### src/rtl/asp_pkg.sv
// Constants, field positions and types of the alarm supervisor.
// Assumes a 100 MHz system clock; frequency is measured in 0.1 Hz units.
package asp_pkg;
    // ----------------------------------------------------------------
    // Timing
    // ----------------------------------------------------------------
    localparam int CLK_MHZ = 100;
    localparam int TICK_MS = 100;
    localparam int TICK_CYCLES = TICK_MS * 1000 * CLK_MHZ;
    localparam int TICKS_PER_SEC = 1000 / TICK_MS;
    localparam int LED_OK_PERIOD_S = 2;
    localparam int LED_OK_DUTY_PCT = 50;
    localparam logic [7:0] LED_OK_PERIOD = 8'(LED_OK_PERIOD_S * TICKS_PER_SEC);
    localparam logic [7:0] LED_OK_ON = 8'(LED_OK_PERIOD_S * TICKS_PER_SEC * LED_OK_DUTY_PCT / 100);
    localparam logic [7:0] LED_FAULT_PERIOD = 8'h04;
    localparam logic [7:0] LED_FAULT_ON = 8'h02;
    localparam logic [7:0] LED_EXC_PERIOD = 8'h0A;
    localparam logic [7:0] LED_EXC_ON = 8'h02;
    localparam logic [7:0] LED_SPEED_PERIOD = 8'h0A;
    localparam logic [7:0] LED_SPEED_ON = 8'h08;

    // ----------------------------------------------------------------
    // Parameter locations
    // ----------------------------------------------------------------
    localparam logic [7:0] ADDR_PROT_CFG = 8'h11;
    localparam logic [7:0] ADDR_USPD_THR = 8'h15;
    localparam logic [7:0] ADDR_SC_TIME = 8'h19;
    localparam logic [7:0] ADDR_OSPD_THR = 8'h1A;
    localparam logic [7:0] ADDR_UEXC_LOW = 8'h1B;
    localparam logic [7:0] ADDR_STATUS = 8'h26;

    // ----------------------------------------------------------------
    // Reset values
    // ----------------------------------------------------------------
    localparam logic [15:0] PROT_CFG_RST = 16'h0000;
    localparam logic [15:0] USPD_THR_RST = 16'h0000;
    localparam logic [15:0] SC_TIME_RST = 16'h0000;
    localparam logic [15:0] OSPD_THR_RST = 16'hFFFF;
    localparam logic [15:0] UEXC_LOW_RST = 16'h0000;

    // ----------------------------------------------------------------
    // Fields
    // ----------------------------------------------------------------
    localparam int CFG_DLY_LSB = 12;
    localparam int CFG_MASK_MSB = 7;
    localparam int NUM_ALARMS = 8;
    localparam int AL_CSUM = 0;
    localparam int AL_OV = 1;
    localparam int AL_UV = 2;
    localparam int AL_SC = 3;
    localparam int AL_EXC = 4;
    localparam int AL_USPD = 5;
    localparam int AL_OSPD = 6;
    localparam int AL_UEXC = 7;
    localparam int STAT_ALL_CLEAR = 11;
    localparam logic [7:0] STORED_ALARMS = 8'hDE;

    // ----------------------------------------------------------------
    // Thresholds
    // ----------------------------------------------------------------
    localparam int FREQ_MIN_HZ = 20;
    localparam int FREQ_LSB_PER_HZ = 10;
    localparam logic [15:0] FREQ_MIN = 16'(FREQ_MIN_HZ * FREQ_LSB_PER_HZ);
    localparam int UV_PCT = 5;

    // ----------------------------------------------------------------
    // Types
    // ----------------------------------------------------------------
    typedef enum logic [2:0] {
        LED_OK,
        LED_FAULT,
        LED_SHORT,
        LED_EXC,
        LED_SPEED
    } asp_led_type;

    typedef enum logic [2:0] {
        ST_INIT = 3'b000,
        ST_RUN = 3'b001,
        ST_STOP = 3'b011,
        ST_BLOCKED = 3'b010,
        ST_SHUTDOWN = 3'b101
    } asp_state_type;
endpackage

### src/rtl/asp_blink.sv
// Status LED pattern generator.
// Assumes a one-cycle tick every 100 ms from the supervisor.
`timescale 1ns/1ps
`default_nettype none
module asp_blink (
    input wire logic clk_sys,
    input wire logic rst,
    input wire logic tick,
    input wire asp_pkg::asp_led_type pattern,
    output logic led_r
);
    // ----------------------------------------------------------------
    // Pattern selection
    // ----------------------------------------------------------------
    logic [7:0] period_w;
    logic [7:0] on_w;
    logic [7:0] cnt_r;
    logic [7:0] cnt_nxt;
    asp_pkg::asp_led_type pat_r;

    assign period_w = (pattern == asp_pkg::LED_OK) ? asp_pkg::LED_OK_PERIOD :
                      (pattern == asp_pkg::LED_FAULT) ? asp_pkg::LED_FAULT_PERIOD :
                      (pattern == asp_pkg::LED_EXC) ? asp_pkg::LED_EXC_PERIOD :
                      asp_pkg::LED_SPEED_PERIOD;
    assign on_w = (pattern == asp_pkg::LED_OK) ? asp_pkg::LED_OK_ON :
                  (pattern == asp_pkg::LED_FAULT) ? asp_pkg::LED_FAULT_ON :
                  (pattern == asp_pkg::LED_EXC) ? asp_pkg::LED_EXC_ON :
                  asp_pkg::LED_SPEED_ON;
    assign cnt_nxt = (pattern != pat_r) ? 8'h00 :
                     !tick ? cnt_r :
                     (cnt_r >= period_w - 8'h01) ? 8'h00 : cnt_r + 8'h01;

    // ----------------------------------------------------------------
    // Counter and output
    // ----------------------------------------------------------------
    always_ff @(posedge clk_sys or posedge rst) begin
        if (rst) begin
            cnt_r <= 8'h00;
            pat_r <= asp_pkg::LED_OK;
            led_r <= 1'b0;
        end else begin
            cnt_r <= cnt_nxt;
            pat_r <= pattern;
            led_r <= (pattern == asp_pkg::LED_SHORT) || (cnt_nxt < on_w);
        end
    end
endmodule
`default_nettype wire

### src/rtl/asp_top.sv
// Alarm supervisor with status LED and protective open-collector output.
// Assumes measurements come from logic on clk_sys; the 50/60 jumper is a pin.
`timescale 1ns/1ps
`default_nettype none
// Overview of operation
// - LED blinks 2 s, 50% when healthy
// - Checksum fail: alarm, defaults, write back, block
// - Over-voltage vs ov_threshold input, transient-suppressed
// - Under-voltage below 5%, above underspeed only
// - Short-circuit alarm disabled below 20 Hz
// - Short circuit timeout saves records, stops regulator
// - Zero tolerance time never blocks
// - Stop state removes excitation
// - Underspeed immediate, ramp active, not saved
// - Underspeed threshold from 50/60 and source
// - Overspeed versus parameter 26, recorded only
// - Underexcitation outside window, transient-suppressed
// - Shutdown below 20 Hz until full stop
// - Polarity set: closed normally, opens after delay
// - Polarity clear: open normally, closes after delay
// - Unselected or no alarms keep normal state
// - Config word: mask low, delay top nibble
// - Mask weights 2 to 128 select alarms
// - Status word bits, bit 11 all clear
module asp_top #(
    parameter int TICK_CYCLES = asp_pkg::TICK_CYCLES,
    parameter logic [15:0] UEXC_HIGH = 16'hF000
) (
    input wire logic clk_sys,
    input wire logic rst,
    input wire logic prm_we,
    input wire logic [7:0] prm_addr,
    input wire logic [15:0] prm_wdata,
    output logic [15:0] prm_rdata_r,
    input wire logic checksum_done,
    input wire logic checksum_ok,
    input wire logic transient,
    input wire logic [15:0] freq_meas,
    input wire logic [15:0] vout_meas,
    input wire logic [15:0] vout_nominal,
    input wire logic [15:0] ov_threshold,
    input wire logic exc_overvolt,
    input wire logic short_detect,
    input wire logic exc_overcurrent,
    input wire logic [15:0] exc_observer,
    input wire logic sel_60hz_pin,
    input wire logic freq_sel_sw_mode,
    input wire logic freq_sel_sw_60,
    input wire logic use_param_uspd,
    input wire logic [15:0] trimmer_uspd_thr,
    input wire logic output_polarity_flag,
    output logic protective_alarm_output_r,
    output logic led_r,
    output logic [15:0] status_word_r,
    output logic all_clear_indicator_r,
    output logic load_defaults_r,
    output logic nvm_write_r,
    output logic saved_event_record_r,
    output logic saved_run_time_r,
    output logic regulator_blocked_r,
    output logic stop_indicator_r,
    output logic excitation_off_r,
    output logic current_limit_r,
    output logic vf_ramp_active_r
);

    // ----------------------------------------------------------------
    // Tick and pin synchroniser
    // ----------------------------------------------------------------
    logic [31:0] tick_cnt_r;
    logic tick_w;
    logic sel60_meta_r;
    logic sel60_sync_r;

    assign tick_w = (tick_cnt_r == 32'(TICK_CYCLES - 1));

    always_ff @(posedge clk_sys or posedge rst) begin
        if (rst) begin
            tick_cnt_r <= 32'h0000_0000;
            sel60_meta_r <= 1'b0;
            sel60_sync_r <= 1'b0;
        end else begin
            tick_cnt_r <= tick_w ? 32'h0000_0000 : tick_cnt_r + 32'h0000_0001;
            sel60_meta_r <= sel_60hz_pin;
            sel60_sync_r <= sel60_meta_r;
        end
    end

    // ----------------------------------------------------------------
    // Parameter registers
    // ----------------------------------------------------------------
    logic [15:0] cfg_r;
    logic [15:0] uspd_thr_r;
    logic [15:0] sc_time_r;
    logic [15:0] ospd_thr_r;
    logic [15:0] uexc_low_r;
    logic [15:0] rdata_nxt;
    logic load_w;

    assign rdata_nxt = (prm_addr == asp_pkg::ADDR_PROT_CFG) ? cfg_r :
                       (prm_addr == asp_pkg::ADDR_USPD_THR) ? uspd_thr_r :
                       (prm_addr == asp_pkg::ADDR_SC_TIME) ? sc_time_r :
                       (prm_addr == asp_pkg::ADDR_OSPD_THR) ? ospd_thr_r :
                       (prm_addr == asp_pkg::ADDR_UEXC_LOW) ? uexc_low_r :
                       (prm_addr == asp_pkg::ADDR_STATUS) ? status_word_r : 16'h0000;

    always_ff @(posedge clk_sys or posedge rst) begin
        if (rst) begin
            cfg_r <= asp_pkg::PROT_CFG_RST;
            uspd_thr_r <= asp_pkg::USPD_THR_RST;
            sc_time_r <= asp_pkg::SC_TIME_RST;
            ospd_thr_r <= asp_pkg::OSPD_THR_RST;
            uexc_low_r <= asp_pkg::UEXC_LOW_RST;
        end else if (load_w) begin
            cfg_r <= asp_pkg::PROT_CFG_RST;
            uspd_thr_r <= asp_pkg::USPD_THR_RST;
            sc_time_r <= asp_pkg::SC_TIME_RST;
            ospd_thr_r <= asp_pkg::OSPD_THR_RST;
            uexc_low_r <= asp_pkg::UEXC_LOW_RST;
        end else if (prm_we) begin
            if (prm_addr == asp_pkg::ADDR_PROT_CFG) cfg_r <= prm_wdata;
            if (prm_addr == asp_pkg::ADDR_USPD_THR) uspd_thr_r <= prm_wdata;
            if (prm_addr == asp_pkg::ADDR_SC_TIME) sc_time_r <= prm_wdata;
            if (prm_addr == asp_pkg::ADDR_OSPD_THR) ospd_thr_r <= prm_wdata;
            if (prm_addr == asp_pkg::ADDR_UEXC_LOW) uexc_low_r <= prm_wdata;
        end
    end

    always_ff @(posedge clk_sys or posedge rst) begin
        if (rst) begin
            prm_rdata_r <= 16'h0000;
        end else begin
            prm_rdata_r <= rdata_nxt;
        end
    end

    // ----------------------------------------------------------------
    // Alarm conditions
    // ----------------------------------------------------------------
    asp_pkg::asp_state_type state_r;
    asp_pkg::asp_state_type state_nxt;
    logic run_w;
    logic sel60_w;
    logic [15:0] uspd_src_w;
    logic [16:0] uspd_thr_w;
    logic freq_low_w;
    logic below_uspd_w;
    logic [22:0] vout_scaled_w;
    logic [22:0] vnom_scaled_w;
    logic sc_alarm_w;
    logic [7:0] alarm_w;
    logic csum_bad_r;
    logic armed_r;
    logic [7:0] sc_cnt_r;
    logic sc_expire_w;

    assign run_w = (state_r == asp_pkg::ST_RUN);
    assign sel60_w = freq_sel_sw_mode ? freq_sel_sw_60 : sel60_sync_r;
    assign uspd_src_w = use_param_uspd ? uspd_thr_r : trimmer_uspd_thr;
    assign uspd_thr_w = sel60_w ? ({1'b0, uspd_src_w} + 17'({1'b0, uspd_src_w} / 17'h0_0005))
                                : {1'b0, uspd_src_w};
    assign below_uspd_w = ({1'b0, freq_meas} < uspd_thr_w);
    assign freq_low_w = (freq_meas < asp_pkg::FREQ_MIN);
    assign vout_scaled_w = 23'(vout_meas) * 23'h00_0064;
    assign vnom_scaled_w = 23'(vout_nominal) * 23'(100 - asp_pkg::UV_PCT);
    assign sc_alarm_w = run_w && short_detect && !freq_low_w;

    assign alarm_w[asp_pkg::AL_CSUM] = csum_bad_r || load_w;
    assign alarm_w[asp_pkg::AL_OV] = run_w && !transient && (vout_meas > ov_threshold);
    assign alarm_w[asp_pkg::AL_UV] = run_w && !transient && !exc_overvolt && !below_uspd_w
                                     && (vout_scaled_w < vnom_scaled_w);
    assign alarm_w[asp_pkg::AL_SC] = sc_alarm_w || (state_r == asp_pkg::ST_STOP);
    assign alarm_w[asp_pkg::AL_EXC] = run_w && exc_overcurrent;
    assign alarm_w[asp_pkg::AL_USPD] = run_w && below_uspd_w;
    assign alarm_w[asp_pkg::AL_OSPD] = run_w && (freq_meas > ospd_thr_r);
    assign alarm_w[asp_pkg::AL_UEXC] = run_w && !transient
                                       && ((exc_observer > UEXC_HIGH) || (exc_observer < uexc_low_r));

    // Short-circuit tolerance in 100 ms steps
    assign sc_expire_w = sc_alarm_w && (sc_time_r[7:0] != 8'h00) && tick_w
                         && ({1'b0, sc_cnt_r} + 9'h001 >= {1'b0, sc_time_r[7:0]});

    // ----------------------------------------------------------------
    // Supervisor state machine
    // ----------------------------------------------------------------
    assign load_w = (state_r == asp_pkg::ST_INIT) && checksum_done && !checksum_ok;

    always_comb begin
        state_nxt = state_r;
        unique case (state_r)
            asp_pkg::ST_INIT: begin
                if (checksum_done) begin
                    state_nxt = checksum_ok ? asp_pkg::ST_RUN : asp_pkg::ST_BLOCKED;
                end
            end
            asp_pkg::ST_RUN: begin
                if (sc_expire_w) begin
                    state_nxt = asp_pkg::ST_STOP;
                end else if (armed_r && freq_low_w) begin
                    state_nxt = asp_pkg::ST_SHUTDOWN;
                end
            end
            asp_pkg::ST_SHUTDOWN: begin
                if (freq_meas == 16'h0000) begin
                    state_nxt = asp_pkg::ST_RUN;
                end
            end
            asp_pkg::ST_STOP: state_nxt = asp_pkg::ST_STOP;
            asp_pkg::ST_BLOCKED: state_nxt = asp_pkg::ST_BLOCKED;
            default: state_nxt = asp_pkg::ST_INIT;
        endcase
    end

    always_ff @(posedge clk_sys or posedge rst) begin
        if (rst) begin
            state_r <= asp_pkg::ST_INIT;
            csum_bad_r <= 1'b0;
            armed_r <= 1'b0;
            sc_cnt_r <= 8'h00;
        end else begin
            state_r <= state_nxt;
            csum_bad_r <= csum_bad_r || load_w;
            armed_r <= (state_nxt == asp_pkg::ST_RUN) && (armed_r || (run_w && !freq_low_w));
            sc_cnt_r <= !sc_alarm_w ? 8'h00 : (tick_w ? sc_cnt_r + 8'h01 : sc_cnt_r);
        end
    end

    // ----------------------------------------------------------------
    // Status, records and control outputs
    // ----------------------------------------------------------------
    logic [7:0] stored_new_w;
    logic stop_entry_w;

    assign stored_new_w = alarm_w & ~status_word_r[7:0] & asp_pkg::STORED_ALARMS;
    assign stop_entry_w = (state_nxt == asp_pkg::ST_STOP) && (state_r != asp_pkg::ST_STOP);

    always_ff @(posedge clk_sys or posedge rst) begin
        if (rst) begin
            status_word_r <= 16'h0800;
            all_clear_indicator_r <= 1'b1;
            load_defaults_r <= 1'b0;
            nvm_write_r <= 1'b0;
            saved_event_record_r <= 1'b0;
            saved_run_time_r <= 1'b0;
            regulator_blocked_r <= 1'b0;
            stop_indicator_r <= 1'b0;
            excitation_off_r <= 1'b0;
            current_limit_r <= 1'b0;
            vf_ramp_active_r <= 1'b0;
        end else begin
            status_word_r <= {4'h0, ~|alarm_w, 3'h0, alarm_w};
            all_clear_indicator_r <= ~|alarm_w;
            load_defaults_r <= load_w;
            nvm_write_r <= load_w;
            saved_event_record_r <= (|stored_new_w) || stop_entry_w;
            saved_run_time_r <= (status_word_r[asp_pkg::STAT_ALL_CLEAR] && |alarm_w) || stop_entry_w;
            regulator_blocked_r <= (state_nxt == asp_pkg::ST_BLOCKED) || (state_nxt == asp_pkg::ST_STOP);
            stop_indicator_r <= (state_nxt == asp_pkg::ST_STOP);
            excitation_off_r <= (state_nxt == asp_pkg::ST_STOP) || (state_nxt == asp_pkg::ST_SHUTDOWN);
            current_limit_r <= alarm_w[asp_pkg::AL_EXC];
            vf_ramp_active_r <= alarm_w[asp_pkg::AL_USPD];
        end
    end

    // ----------------------------------------------------------------
    // Protective output
    // ----------------------------------------------------------------
    logic [7:0] mask_w;
    logic [7:0] dly_ticks_w;
    logic sel_any_w;
    logic [7:0] apo_cnt_r;
    logic apo_act_r;
    logic apo_act_nxt;

    assign mask_w = {cfg_r[asp_pkg::CFG_MASK_MSB:1], 1'b0};
    assign dly_ticks_w = {1'b0, cfg_r[15:asp_pkg::CFG_DLY_LSB], 3'h0}
                         + {3'h0, cfg_r[15:asp_pkg::CFG_DLY_LSB], 1'b0};
    assign sel_any_w = |(alarm_w & mask_w);
    assign apo_act_nxt = sel_any_w && (apo_cnt_r >= dly_ticks_w);

    always_ff @(posedge clk_sys or posedge rst) begin
        if (rst) begin
            apo_cnt_r <= 8'h00;
            apo_act_r <= 1'b0;
            protective_alarm_output_r <= 1'b0;
        end else begin
            apo_cnt_r <= !sel_any_w ? 8'h00 :
                         (tick_w && !apo_act_nxt) ? apo_cnt_r + 8'h01 : apo_cnt_r;
            apo_act_r <= apo_act_nxt;
            protective_alarm_output_r <= output_polarity_flag ^ apo_act_r;
        end
    end

    // ----------------------------------------------------------------
    // LED pattern
    // ----------------------------------------------------------------
    asp_pkg::asp_led_type pattern_w;

    assign pattern_w = (csum_bad_r || !run_w) ? asp_pkg::LED_FAULT :
                       alarm_w[asp_pkg::AL_SC] ? asp_pkg::LED_SHORT :
                       alarm_w[asp_pkg::AL_EXC] ? asp_pkg::LED_EXC :
                       (alarm_w[asp_pkg::AL_USPD] || alarm_w[asp_pkg::AL_OSPD]) ? asp_pkg::LED_SPEED :
                       asp_pkg::LED_OK;

    asp_blink u_blink (
        .clk_sys(clk_sys),
        .rst(rst),
        .tick(tick_w),
        .pattern(pattern_w),
        .led_r(led_r)
    );
endmodule
`default_nettype wire
### config.mk
export PLATFORM = sky130hd
export DESIGN_NAME = asp_top
export DESIGN_NICKNAME = d
export VERILOG_FILES = /design/src/rtl/asp_pkg.sv /design/src/rtl/asp_blink.sv /design/src/rtl/asp_top.sv
export SDC_FILE = /design/constraint.sdc
export NUM_CORES = 1
export LEC_CHECK = 0
export BUFFER_PORTS_ARGS = -buffer_cell sky130_fd_sc_hd__buf_2
export CAP_MARGIN = 20
export CORE_ASPECT_RATIO = 0.5
export CORE_MARGIN = 3
export CORE_UTILIZATION = 30
export CTS_BUF_LIST = sky130_fd_sc_hd__clkbuf_8
export DETAILED_ROUTE_END_ITERATION = 7
export SYNTH_ARGS = -nofsm -noshare
export SYNTH_HDL_FRONTEND = slang
export SYNTH_SLANG_ARGS = --single-unit
### constraint.sdc
create_clock -name clk_sys -period 35.6 [get_ports clk_sys]
set_clock_uncertainty 0.05 [all_clocks]
set_input_delay 7.12 -clock clk_sys [delete_from_list [all_inputs] [get_ports clk_sys]]
set_output_delay 7.12 -clock clk_sys [all_outputs]
set_load 0.01 [all_outputs]
==> flow_summary.yaml <==
critical_path:
  cpMostUsedCell: "a21oi_1"
  slowest_stage: "mux2i_2"
  crit_arrival_ps: 20640
  path_class: "input port to register"
  regToRegEndpoint: "u_blink.led_r$_DFF_PP0_"
  reg2reg_depth: 55
  cpPeakStageDelay_ps: 920
  cp-end-kind: "register"
  crit_path_end: "u_blink.led_r$_DFF_PP0_"
  crit_required_ps: 35920
  worstSetupStartpointType: "input port"
  startpoint: "use_param_uspd"
  worstReg2RegStart: "uspd_thr_r[14]$_DFFE_PP0P_"
  rrSetupSlack_ps: 22100
  crit_path_max_fanout: 19
floorplanning:
  rows: 61
  die_h_um: 175
  die_area_um2: 60300
  io_pins: 178
  initial_core_util: 0.306
  die_w_um: 344
  core_um2: 56000
timing:
  setup_tns_ps: 0
  fin_crit_sh: 0.571
  relSlewSlack: 0.274
  max_freq_mhz: 49.2
  setup_violations: 0
  period_minus_slack_ps: 20310
  worst_slew_pin_slew_ps: 1090
  rsz0062_at_grt: "false"
  drv_slew: 0
  finalHoldViolCount: 0
synthesis:
  yosysTopAreaCellShare: 0.236
  synth-edff-count: 0
  syn_area_um2: 17200
  netlist_instances: 1963
  synth-seq-area-share: 0.262
  ys_types: 106
  ys_warn_count: 0
  synth_area_per_cell_um2: 8.74
  ys.flop_type: "dfrtp_1"
  synth_top_area_cell: "dfrtp_1"
  synth_area_leaders: "dfrtp_1 (24%), ha_1 (17%), fa_1 (7.8%), nand2_1 (5.0%), inv_1 (4.6%)"
  ys_seq_elements: 179
  ys_async_sr_fraction: 1.00
cells_and_area:
  fin_nets: 2528
  drive_gt1_frac: 0.139
  syn2layout_area_growth_pct: 11.7
  antenna_cells: 0
  final_core_utilization: 0.342
  n_fill_cell: 5844
place:
  gp_congestion: 0.868
  port_buffers: 170
  dpl.hpwl_mm: 36.2
power_and_ir_drop:
  p_clk_frac: 0.177
  seq_power_share: 0.267
  vdd_ir_drop_max_mv: 0.0259
  powerDensity_nw_per_um2: 42.9
  p_switching_uw: 341
  internal-power_uw: 480
  p_sw_frac: 0.416
  p_leak_nw: 9.18
  p_comb_frac: 0.556
drt:
  wl_mm: 45.0
  via_count: 14318
  ant_nets: 0
  dr.pass1.iters: 5
  viasPerCell: 4.99
  drtIter0Drc: 787
  drc: 0
  wl_per_cell_um: 15.7
cts:
  cts_sinks: 179
  clockBufferDepth: 2
  cts.repair.resized: 0
  hold_buffers: 0
  cts-root-buf: "clkbuf_8"
  htreeDepth: 4
  post_cts_buffers: 0
  cts_made_buffers: 17
  clock_latency_ps: 470
  clkSlewWorstSetupHoldPaths_ps: 120
  tritoncts: "built"
grt:
  grt_usage: 0.149
  first_global_vias: 13921
  overflow: 0
  antenna_found_initial: 4
  grt_start_max_net_pins: 116
  grt_pass1_wl_mm: 73.4
min_path:
  whs_path_depth: 0
  worstHoldStart: "sel60_meta_r$_DFF_PP0_"
  hold_class: "register to register"
flow_run:
  maxCapViolCount: 0
outcome:
  outcome: "finished clean"
## layer usage
layer,global-route usage,up-vias,wire [um]
met5,0,-,58
met4,0.0509,8,1440
met3,0.0155,67,1420
met2,0.265,256,22500
met1,0.188,6878,19600
li1,-,7109,-
## critical path: cells and delay by family
family / cells / cell delay, ps
multiplexers: 2 / 1150
adder cells (fa/ha/maj): 7 / 2210
AND/OR/NAND/NOR: 6 / 650
XOR/XNOR: 1 / 140
buffers and inverters: 3 / 880
AO/OA/AOI/OAI: 37 / 8420
## registers in the layout, summed over array words and instances (netlist names), 8 cells and up
signal / cells
tick_cnt_r: 32
ospd_thr_r: 16
apo_cnt_r: 8
uspd_thr_r: 16
sc_cnt_r: 8
prm_rdata_r: 16
u_blink.cnt_r: 8
cfg_r: 16
status_word_r: 9
uexc_low_r: 16
sc_time_r: 16
## how the worst min path moves through the flow
stage,to,slack (ps)
3_3_place_gp,sel60_sync_r$_DFF_PP0_,290
6_report,sel60_sync_r$_DFF_PP0_,320
5_1_grt,sel60_sync_r$_DFF_PP0_,330
4_1_cts,sel60_sync_r$_DFF_PP0_,320
3_5_place_dp,sel60_sync_r$_DFF_PP0_,290
2_1_floorplan,sel60_sync_r$_DFF_PP0_,280
## cell families (layout without fill, tap and decap cells)
family                   count (synthesis)  after routing  share of synthesized area
XOR/XNOR                               107            107                     0.0546
adder cells (fa/ha/maj)                296            296                      0.245
buffers and inverters                  296            439                     0.0714
other                                    2              8                   0.000438
flip-flops                             179            179                      0.262
multiplexers                            28             28                     0.0205
AO/OA/AOI/OAI                          472            472                      0.184
AND/OR/NAND/NOR                        583            583                      0.161
## stage by stage
stage | area (um^2) | total power [mW] | cells | setup WS (ps) | hold WS, ps
3_3_place_gp | 18700 | 0.676 | 2835 | 15250 | 289
5_1_grt | 19200 | 0.914 | 2868 | 13890 | 334
6_report | 19200 | 0.822 | 2868 | 15290 | 319
4_1_cts | 19100 | 0.834 | 2867 | 15330 | 321
2_1_floorplan | 17200 | 0.582 | 1969 | 17220 | 281
3_5_place_dp | 18700 | 0.685 | 2835 | 14810 | 293
## cell usage in the layout (no fill, tap or decap), types with 18 or more instances in the layout
| cell | instances |
|---|---|
| a22oi_1 | 31 |
| nand3_1 | 55 |
| o21ai_0 | 89 |
| inv_1 | 210 |
| o21a_1 | 21 |
| nand2_1 | 230 |
| o211ai_1 | 25 |
| a21o_1 | 24 |
| and3_1 | 19 |
| xor2_1 | 44 |
| buf_2 | 170 |
| dfrtp_1 | 162 |
| nor4_1 | 18 |
| nand4_1 | 26 |
| nor2_1 | 112 |
| a21oi_1 | 149 |
| fa_1 | 67 |
| nor2b_1 | 18 |
| xnor2_1 | 63 |
| ha_1 | 228 |
| nor3_1 | 29 |
| nand2b_1 | 23 |
## power groups by stage
stage | Combinational, mW | Sequential (mW) | Clock [mW]
after global placement | 0.453 | 0.223 | 0
final | 0.457 | 0.219 | 0.145
after CTS | 0.465 | 0.219 | 0.149
after detailed placement | 0.461 | 0.223 | 0
after global routing | 0.536 | 0.220 | 0.158
after floorplan | 0.361 | 0.221 | 0
## final cells by class
type                       instances  area (um^2)  share of cell area
tap                              756          946              0.0494
clock inverter                    15          185             0.00967
timing repair buffer             185          983              0.0513
multi-input combinational       1494        11500               0.599
sequential                       179         4500               0.235
inverter                         222          841              0.0439
clock buffer                      17          234              0.0122
## cell usage after synthesis, types with 19 or more instances
library cell and count:
xor2_1 44, a22oi_1 31, and3_1 19, nand2b_1 23, dfrtp_1 162, nor2_1 112, a21oi_1 149, clkbuf_1 43
o211ai_1 25, ha_1 228, o21a_1 21, nor3_1 30, o21ai_0 89, fa_1 67, nand2_1 230, inv_1 212
a21o_1 24, nand3_1 55, xnor2_1 63, nand4_1 26
No activity file was read; power rests on OpenSTA's default activity.
